<file path="src/shared/lspm_pkg.sv">
package lspm_pkg;

  typedef enum logic [1:0] {SPD_10, SPD_100, SPD_1000, SPD_RSVD} lspm_speed_t;
  typedef enum logic [1:0] {CH_A, CH_B, CH_C, CH_D} lspm_chan_t;
  typedef enum logic [1:0] {ROLE_UNUSED, ROLE_TX, ROLE_RX, ROLE_BIDIR} lspm_role_t;

  localparam int PAIRS = 4;
  localparam int PAIR_MAP_W = 8;
  // Group is pins 7,6,1,0 in that bit order; index 5 has no slot at all
  localparam int PIN_W = 4;

  localparam logic LED_ON = 1'b0;
  localparam logic LED_OFF = 1'b1;

  localparam logic [PIN_W-1:0] PIN_DIR_RST = 4'h0;
  localparam logic [PIN_W-1:0] PIN_OUT_RST = 4'h0;
  localparam logic [PIN_W-1:0] PIN_LVL_RST = 4'h0;

  // Straight map is also the reset value of the channel outputs
  localparam logic [PAIR_MAP_W-1:0] PAIR_CHAN_STR = 8'he4;
  localparam logic [PAIR_MAP_W-1:0] PAIR_CHAN_XOVER = 8'hb1;
  localparam logic [PAIR_MAP_W-1:0] ROLE_MAP_IDLE = 8'h00;
  localparam logic [PAIR_MAP_W-1:0] ROLE_MAP_GIG = 8'hff;
  localparam logic [PAIR_MAP_W-1:0] ROLE_MAP_SLOW_STR = 8'h09;
  localparam logic [PAIR_MAP_W-1:0] ROLE_MAP_SLOW_XO = 8'h06;

  localparam int CLK_MHZ = 10;
  localparam int FLASH_US = 50000;
  localparam int FLASH_CNT_W = 20;
  localparam logic [FLASH_CNT_W-1:0] FLASH_CYC = FLASH_CNT_W'(FLASH_US * CLK_MHZ);

  // Crossover swaps A/B and C/D, which is the low bit of the channel code
  function automatic lspm_chan_t pair_chan(input logic xover, input logic [1:0] idx);
    lspm_chan_t c;
    c = lspm_chan_t'(idx ^ {1'b0, xover});
    return c;
  endfunction

  function automatic lspm_role_t pair_role(input lspm_speed_t spd, input logic xover,
                                           input logic [1:0] idx);
    lspm_role_t r;
    r = ROLE_UNUSED;
    if (spd == SPD_1000) begin
      r = ROLE_BIDIR;
    end else if (spd != SPD_RSVD && !idx[1]) begin
      r = (idx[0] ^ xover) ? ROLE_RX : ROLE_TX;
    end
    return r;
  endfunction

endpackage

</file>
<file path="src/shared/lspm_port_if.sv">
`timescale 1ns/100ps
interface lspm_port_if;
  import lspm_pkg::*;
  logic link_up;
  lspm_speed_t speed;
  logic xover;
  logic rx_pkt;
  logic rx_dest_match;
  logic link_led_n;
  logic hundred_led_n;
  logic gigabit_led_n;
  logic activity_led_n;
  logic [PAIR_MAP_W-1:0] pair_chan;
  logic [PAIR_MAP_W-1:0] pair_role;
  modport dev(input link_up, speed, xover, rx_pkt, rx_dest_match,
              output link_led_n, hundred_led_n, gigabit_led_n, activity_led_n,
              pair_chan, pair_role);
  modport drv(output link_up, speed, xover, rx_pkt, rx_dest_match,
              input link_led_n, hundred_led_n, gigabit_led_n, activity_led_n,
              pair_chan, pair_role);
endinterface

</file>
<file path="src/design/lspm_port_ind.sv">
`timescale 1ns/100ps
module lspm_port_ind #(
  parameter logic [lspm_pkg::FLASH_CNT_W-1:0] FLASH_CYC_P = lspm_pkg::FLASH_CYC
) (
  input wire logic clk,
  input wire logic rst_n,
  lspm_port_if.dev pif
);
  import lspm_pkg::*;

  logic [FLASH_CNT_W-1:0] flash_cnt_ff, nxt_flash_cnt;
  logic link_led_ff, nxt_link_led;
  logic hund_led_ff, nxt_hund_led;
  logic gig_led_ff, nxt_gig_led;
  logic flash_led_ff, nxt_flash_led;
  logic [PAIR_MAP_W-1:0] chan_ff, nxt_chan;
  logic [PAIR_MAP_W-1:0] role_ff, nxt_role;

  always_comb begin
    nxt_flash_cnt = flash_cnt_ff;
    // Retrigger keeps the LED lit through a burst of frames
    if (pif.rx_pkt && pif.rx_dest_match) begin
      nxt_flash_cnt = FLASH_CYC_P;
    end else if (flash_cnt_ff != '0) begin
      nxt_flash_cnt = flash_cnt_ff - FLASH_CNT_W'(1);
    end
    nxt_flash_led = (nxt_flash_cnt != '0) ? LED_ON : LED_OFF;
    nxt_link_led = pif.link_up ? LED_ON : LED_OFF;
    nxt_hund_led = (pif.link_up && pif.speed == SPD_100) ? LED_ON : LED_OFF;
    nxt_gig_led = (pif.link_up && pif.speed == SPD_1000) ? LED_ON : LED_OFF;
    for (int i = 0; i < PAIRS; i++) begin
      nxt_chan[2*i +: 2] = pair_chan(pif.xover, 2'(i));
      nxt_role[2*i +: 2] = pif.link_up ? pair_role(pif.speed, pif.xover, 2'(i))
                                       : ROLE_UNUSED;
    end
  end

  always_ff @(posedge clk) begin
    if (!rst_n) begin
      flash_cnt_ff <= '0;
      link_led_ff <= LED_OFF;
      hund_led_ff <= LED_OFF;
      gig_led_ff <= LED_OFF;
      flash_led_ff <= LED_OFF;
      chan_ff <= PAIR_CHAN_STR;
      role_ff <= ROLE_MAP_IDLE;
    end else begin
      flash_cnt_ff <= nxt_flash_cnt;
      link_led_ff <= nxt_link_led;
      hund_led_ff <= nxt_hund_led;
      gig_led_ff <= nxt_gig_led;
      flash_led_ff <= nxt_flash_led;
      chan_ff <= nxt_chan;
      role_ff <= nxt_role;
    end
  end

  assign pif.link_led_n = link_led_ff;
  assign pif.hundred_led_n = hund_led_ff;
  assign pif.gigabit_led_n = gig_led_ff;
  assign pif.activity_led_n = flash_led_ff;
  assign pif.pair_chan = chan_ff;
  assign pif.pair_role = role_ff;
endmodule // lspm_port_ind

</file>
<file path="src/design/lspm_top.sv">
`timescale 1ns/100ps
module lspm_top #(
  parameter logic [lspm_pkg::FLASH_CNT_W-1:0] FLASH_CYC_P = lspm_pkg::FLASH_CYC
) (
  input wire logic CLK_SYS,
  input wire logic RST_N,
  input wire logic PORT_A_LINK_UP,
  input wire lspm_pkg::lspm_speed_t PORT_A_SPEED,
  input wire logic PORT_A_CROSSOVER,
  input wire logic PORT_A_RX_PKT,
  input wire logic PORT_A_RX_DEST_MATCH,
  input wire logic PORT_B_LINK_UP,
  input wire lspm_pkg::lspm_speed_t PORT_B_SPEED,
  input wire logic PORT_B_CROSSOVER,
  input wire logic PORT_B_RX_PKT,
  input wire logic PORT_B_RX_DEST_MATCH,
  output logic PORT_A_LINK_LED_N,
  output logic PORT_A_SPEED_HUNDRED_LED_N,
  output logic PORT_A_SPEED_GIGABIT_LED_N,
  output logic PORT_A_ACTIVITY_LED_N,
  output logic [lspm_pkg::PAIR_MAP_W-1:0] PORT_A_LINE_PAIR_CHAN,
  output logic [lspm_pkg::PAIR_MAP_W-1:0] PORT_A_LINE_PAIR_ROLE,
  output logic PORT_B_LINK_LED_N,
  output logic PORT_B_SPEED_HUNDRED_LED_N,
  output logic PORT_B_SPEED_GIGABIT_LED_N,
  output logic PORT_B_ACTIVITY_LED_N,
  output logic [lspm_pkg::PAIR_MAP_W-1:0] PORT_B_LINE_PAIR_CHAN,
  output logic [lspm_pkg::PAIR_MAP_W-1:0] PORT_B_LINE_PAIR_ROLE,
  input wire logic EE_PIN_LOAD,
  input wire logic [lspm_pkg::PIN_W-1:0] EE_PIN_DIR,
  input wire logic [lspm_pkg::PIN_W-1:0] EE_PIN_OUT,
  input wire logic SW_PIN_WE,
  input wire logic [lspm_pkg::PIN_W-1:0] SW_PIN_DIR,
  input wire logic [lspm_pkg::PIN_W-1:0] SW_PIN_OUT,
  input wire logic [lspm_pkg::PIN_W-1:0] PIN_GPI_EN,
  input wire logic [lspm_pkg::PIN_W-1:0] SOFT_DEFINED_PIN_IN,
  output logic [lspm_pkg::PIN_W-1:0] SOFT_DEFINED_PIN_OUT,
  output logic [lspm_pkg::PIN_W-1:0] SOFT_DEFINED_PIN_OE,
  output logic [lspm_pkg::PIN_W-1:0] SOFT_DEFINED_PIN_LEVEL,
  output logic [lspm_pkg::PIN_W-1:0] SOFT_DEFINED_PIN_GPI
);
  import lspm_pkg::*;

  lspm_port_if port_a_if();
  lspm_port_if port_b_if();

  assign port_a_if.link_up = PORT_A_LINK_UP;
  assign port_a_if.speed = PORT_A_SPEED;
  assign port_a_if.xover = PORT_A_CROSSOVER;
  assign port_a_if.rx_pkt = PORT_A_RX_PKT;
  assign port_a_if.rx_dest_match = PORT_A_RX_DEST_MATCH;
  assign port_b_if.link_up = PORT_B_LINK_UP;
  assign port_b_if.speed = PORT_B_SPEED;
  assign port_b_if.xover = PORT_B_CROSSOVER;
  assign port_b_if.rx_pkt = PORT_B_RX_PKT;
  assign port_b_if.rx_dest_match = PORT_B_RX_DEST_MATCH;

  // Same logic serves both ports; activity filtering lives inside
  lspm_port_ind #(.FLASH_CYC_P(FLASH_CYC_P)) u_port_a (
    .clk(CLK_SYS),
    .rst_n(RST_N),
    .pif(port_a_if)
  );

  lspm_port_ind #(.FLASH_CYC_P(FLASH_CYC_P)) u_port_b (
    .clk(CLK_SYS),
    .rst_n(RST_N),
    .pif(port_b_if)
  );

  assign PORT_A_LINK_LED_N = port_a_if.link_led_n;
  assign PORT_A_SPEED_HUNDRED_LED_N = port_a_if.hundred_led_n;
  assign PORT_A_SPEED_GIGABIT_LED_N = port_a_if.gigabit_led_n;
  assign PORT_A_ACTIVITY_LED_N = port_a_if.activity_led_n;
  assign PORT_A_LINE_PAIR_CHAN = port_a_if.pair_chan;
  assign PORT_A_LINE_PAIR_ROLE = port_a_if.pair_role;
  assign PORT_B_LINK_LED_N = port_b_if.link_led_n;
  assign PORT_B_SPEED_HUNDRED_LED_N = port_b_if.hundred_led_n;
  assign PORT_B_SPEED_GIGABIT_LED_N = port_b_if.gigabit_led_n;
  assign PORT_B_ACTIVITY_LED_N = port_b_if.activity_led_n;
  assign PORT_B_LINE_PAIR_CHAN = port_b_if.pair_chan;
  assign PORT_B_LINE_PAIR_ROLE = port_b_if.pair_role;

  // General pin configuration: four slots only, so index five cannot be reached
  logic [PIN_W-1:0] dir_ff, nxt_dir;
  logic [PIN_W-1:0] out_ff, nxt_out;

  function automatic logic [PIN_W-1:0] pick_cfg(input logic sw_we, input logic ee_ld,
                                                 input logic [PIN_W-1:0] sw_val,
                                                 input logic [PIN_W-1:0] ee_val,
                                                 input logic [PIN_W-1:0] cur);
    logic [PIN_W-1:0] v;
    v = cur;
    // Software is the later authority, so it wins a same-cycle collision
    if (sw_we) begin
      v = sw_val;
    end else if (ee_ld) begin
      v = ee_val;
    end
    return v;
  endfunction

  always_comb begin
    nxt_dir = pick_cfg(SW_PIN_WE, EE_PIN_LOAD, SW_PIN_DIR, EE_PIN_DIR, dir_ff);
    nxt_out = pick_cfg(SW_PIN_WE, EE_PIN_LOAD, SW_PIN_OUT, EE_PIN_OUT, out_ff);
  end

  always_ff @(posedge CLK_SYS) begin
    if (!RST_N) begin
      dir_ff <= PIN_DIR_RST;
      out_ff <= PIN_OUT_RST;
    end else begin
      dir_ff <= nxt_dir;
      out_ff <= nxt_out;
    end
  end

  assign SOFT_DEFINED_PIN_OE = dir_ff;
  assign SOFT_DEFINED_PIN_OUT = out_ff;

  // Pin input synchroniser; a level counts once stages two and three agree
  logic [PIN_W-1:0] pin_s1_ff, pin_s2_ff, pin_s3_ff;
  logic [PIN_W-1:0] lvl_ff, nxt_lvl;
  logic [PIN_W-1:0] gpi_ff, nxt_gpi;

  always_comb begin
    nxt_lvl = lvl_ff;
    for (int i = 0; i < PIN_W; i++) begin
      if (pin_s2_ff[i] == pin_s3_ff[i]) begin
        nxt_lvl[i] = pin_s3_ff[i];
      end
    end
    // Output pins never reach the interrupt bits; their echo is our own drive
    nxt_gpi = lvl_ff & ~dir_ff & PIN_GPI_EN;
  end

  always_ff @(posedge CLK_SYS) begin
    if (!RST_N) begin
      pin_s1_ff <= PIN_LVL_RST;
      pin_s2_ff <= PIN_LVL_RST;
      pin_s3_ff <= PIN_LVL_RST;
      lvl_ff <= PIN_LVL_RST;
      gpi_ff <= PIN_LVL_RST;
    end else begin
      pin_s1_ff <= SOFT_DEFINED_PIN_IN;
      pin_s2_ff <= pin_s1_ff;
      pin_s3_ff <= pin_s2_ff;
      lvl_ff <= nxt_lvl;
      gpi_ff <= nxt_gpi;
    end
  end

  assign SOFT_DEFINED_PIN_LEVEL = lvl_ff;
  assign SOFT_DEFINED_PIN_GPI = gpi_ff;
endmodule // lspm_top

</file>
<file path="config.mk">
export PLATFORM = sky130hd
export DESIGN_NAME = lspm_top
export DESIGN_NICKNAME = d
export VERILOG_FILES = /design/src/shared/lspm_pkg.sv /design/src/shared/lspm_port_if.sv /design/src/design/lspm_port_ind.sv /design/src/design/lspm_top.sv
export SDC_FILE = /design/constraint.sdc
export NUM_CORES = 1
export LEC_CHECK = 0
export ABC_AREA = 1
export BUFFER_PORTS_ARGS = -buffer_cell sky130_fd_sc_hd__buf_2
export CAP_MARGIN = 20
export CORE_ASPECT_RATIO = 2
export CORE_MARGIN = 5
export CORE_UTILIZATION = 59
export DETAILED_ROUTE_END_ITERATION = 8
export MAX_ROUTING_LAYER = met4
export PLACE_DENSITY = 0.9
export SLEW_MARGIN = 20
export SYNTH_ARGS = -nofsm -noshare
export SYNTH_HDL_FRONTEND = slang
export SYNTH_SLANG_ARGS = --single-unit
</file>
<file path="constraint.sdc">
create_clock -name CLK_SYS -period 3.5 [get_ports CLK_SYS]
set_clock_uncertainty 0.15 [all_clocks]
set_input_delay 0.525 -clock CLK_SYS [delete_from_list [all_inputs] [get_ports CLK_SYS]]
set_output_delay 0.525 -clock CLK_SYS [all_outputs]
set_load 0.1 [all_outputs]
</file>
==> results.py <==
metrics = {
    "power": {
        "peakVddDrop_v": 0.000494,
        "powerDensity_mw_per_mm2": 870,
        "p_sw_frac": 0.475,
        "clkPwrFrac": 0.205,
        "p_comb_frac": 0.495,
        "p_sw_mw": 2.07,
        "p_int_mw": 2.29,
        "p_leak_nw": 2.68,
        "seqPwrFrac": 0.300,
    },
    "critical_path": {
        "reg2reg_depth": 12,
        "path_common_cell": "nand3_1",
        "cp_slowest_cell": "dfxtp_1",
        "cp_data_arrival_time_ps": 2220,
        "start_kind": "register",
        "critPathMaxStageDelay_ps": 310,
        "end_kind": "register",
        "crit_chain": "inv_1 > ha_1 > nand2_1 > nor2_2 > nand2_1 > clkinv_1 > nand3_1 > nand3_1 > nand3_1 > nor2_1 > nand3_1 > nand2_1",
        "critPathRequiredTime_ps": 3630,
        "cp_max_fo": 5,
        "crit_type": "register to register",
    },
    "clock_tree": {
        "insertion_delay_ps": 340,
        "h-tree-depth": 3,
        "clkTransAtPathRegs_ps": 70,
        "cts_resized": 0,
        "cts_tree": "done",
        "cts_setup_buffers": 0,
        "clockRootBuffer": "clkbuf_16",
        "hold_buffers": 0,
        "clockBufferDepth": 2,
        "cts-buffers-inserted": 9,
        "cts_sinks": 86,
    },
    "cells_and_area": {
        "final_cells": 794,
        "num-fill-cells": 592,
        "syn2layout_area_growth_pct": 14.4,
        "antennaDiodeCount": 0,
        "layout.nets": 741,
        "final_cell_mix": "145 x nand2_1, 87 x buf_2, 86 x dfxtp_1, 82 x nor2_1, 79 x inv_1",
        "drive_gt1_frac": 0.221,
        "final_area_mm2": 0.00501,
        "final_common_cell": "nand2_1",
    },
    "min_path": {
        "hold_path_class": "input pin to register",
        "hold_path_depth": 3,
    },
    "floorplanning": {
        "dieArea_mm2": 0.00935,
        "io_pins": 96,
        "initial_core_util": 0.603,
        "die_w_um": 70.9,
        "dieHeight_um": 132,
        "rows": 44,
        "core_area_mm2": 0.00727,
    },
    "placed_design": {
        "portBuffers": 87,
        "dpl_cell_area_mm2": 0.00473,
        "dp_hpwl_mm": 8.42,
        "dp_cells": 778,
        "routabilityCongestion": 1.01,
    },
    "run_status": {
        "run_status": "finished, final reports clean",
    },
    "route": {
        "drtAntennaViolNets": 0,
        "drc": 0,
        "drtPass1Iterations": 4,
        "dr_total_vias": 4136,
        "drt_iter0_drc": 237,
        "wire_per_inst_um": 13.6,
        "vias_per_cell": 5.21,
        "drt-total-wl_mm": 10.8,
    },
    "run": {
        "cap_viol_max_count": 0,
    },
    "sta": {
        "fmax_ghz": 0.480,
        "tightestPinTransition_ps": 837,
        "finalHoldViolations": 0,
        "rsz0062_at_grt": "false",
        "max_slew_margin": 0.439,
        "period_share": 0.595,
        "setup_tns_ps": 0,
        "fin_crit_ps": 2080,
        "drv_slew": 0,
        "finalSetupViolations": 0,
    },
    "yosys": {
        "synth-seq-area-share": 0.393,
        "synthesis.area_mm2": 0.00438,
        "ys_seq_elements": 86,
        "yosysWarnings": 0,
        "syn_area_per_cell_um2": 6.97,
        "yosysUniqueCellTypes": 35,
        "netlist_instances": 629,
    },
    "global_routing": {
        "grt_pass1_vias": 4082,
        "antenna_found_initial": 0,
        "grt_max_degree": 33,
        "overflow": 0,
        "grt_first_pass_wirelength_mm": 17.4,
        "grtUsageTotal": 0.237,
    },
}
routing by layer:
layer  GRT usage  wire, um
met2       0.440      5970
met1       0.207      3750
met3      0.0496       428
met4       0.149       612
met5           -         0
power by group through the flow:
stage	clock (mW)	sequential, mW	combinational (mW)
after floorplan	0	1.39	1.64
after global placement	0	1.32	2.07
after detailed placement	0	1.32	2.13
after CTS	0.908	1.30	2.14
after global routing	0.953	1.32	2.40
final	0.896	1.31	2.16
state kept, by name (all words and copies together) (netlist names), 4 cells and up:
signal	count
SOFT_DEFINED_PIN_GPI	4
SOFT_DEFINED_PIN_LEVEL	4
pin_s2_ff	4
u_port_b.flash_cnt_ff	20
u_port_a.flash_cnt_ff	20
pin_s1_ff	4
SOFT_DEFINED_PIN_OE	4
pin_s3_ff	4
SOFT_DEFINED_PIN_OUT	4
worst max-delay path: cells and delay by family, from the launching register on:
| kind | cells | cell delay, ps |
|---|---|---|
| fa+ha+maj | 1 | 200 |
| simple gates | 9 | 1170 |
| buf+inv | 2 | 190 |
| flops | 1 | 310 |
cell type report:
type,count,area (um2),area share
clock inverters,7,55.1,0.0110
multi-input cells,419,2090,0.418
inverters,91,342,0.0682
repair buffers,90,458,0.0914
well taps,92,115,0.0230
clock buffers,9,225,0.0449
flip-flops and latches,86,1720,0.344
kinds of logic after synthesis:
family,count (synthesis),share of synthesized area
xor+xnor,10,0.0200
simple gates,359,0.384
flops,86,0.393
compound gates,34,0.0465
buf+inv,130,0.134
fa+ha+maj,8,0.0206
other cells,2,0.00171
through the flow:
stage | worst slack [ps] | total power [mW] | hold WS, ps | util
final | 1420 | 4.36 | 209 | 0.690
after global routing | 1250 | 4.68 | 219 | 0.690
after CTS | 1440 | 4.35 | 207 | 0.690
after detailed placement | 1320 | 3.45 | 251 | 0.651
after global placement | 1360 | 3.39 | 243 | 0.651
after floorplan | 1430 | 3.02 | 240 | -
path summary, 6_finish.rpt:
path	start	end	slack [ps]
worst min-delay path	SOFT_DEFINED_PIN_IN[3]	pin_s1_ff[3]$_SDFF_PN0_	210
worst min register to register	pin_s1_ff[2]$_SDFF_PN0_	pin_s2_ff[2]$_SDFF_PN0_	260
worst max-delay path	u_port_a.flash_cnt_ff[0]$_SDFF_PN0_	u_port_a.pif.activity_led_n$_SDFF_PN1_	1420
worst max register to register	u_port_a.flash_cnt_ff[0]$_SDFF_PN0_	u_port_a.pif.activity_led_n$_SDFF_PN1_	1420
Yosys cell counts (all sizes together):
cell type / instances / area [um2]
buf: 27 / 201
o21ai: 8 / 40.0
a21oi: 14 / 73.8
xnor2: 3 / 26.3
o211ai: 10 / 75.1
ha: 4 / 50.1
dfxtp: 86 / 1720
nand4: 8 / 50.1
clkbuf: 12 / 45.0
inv: 86 / 323
nand3: 72 / 400
xor2: 7 / 61.3
nor2: 100 / 459
maj3: 4 / 40.0
nor3: 9 / 61.3
conb: 2 / 7.51
nand3b: 9 / 67.6
clkinv: 5 / 18.8
nand2: 160 / 638
or2: 1 / 6.26
a211oi: 2 / 15.0
(Power assumes the default switching activity.)
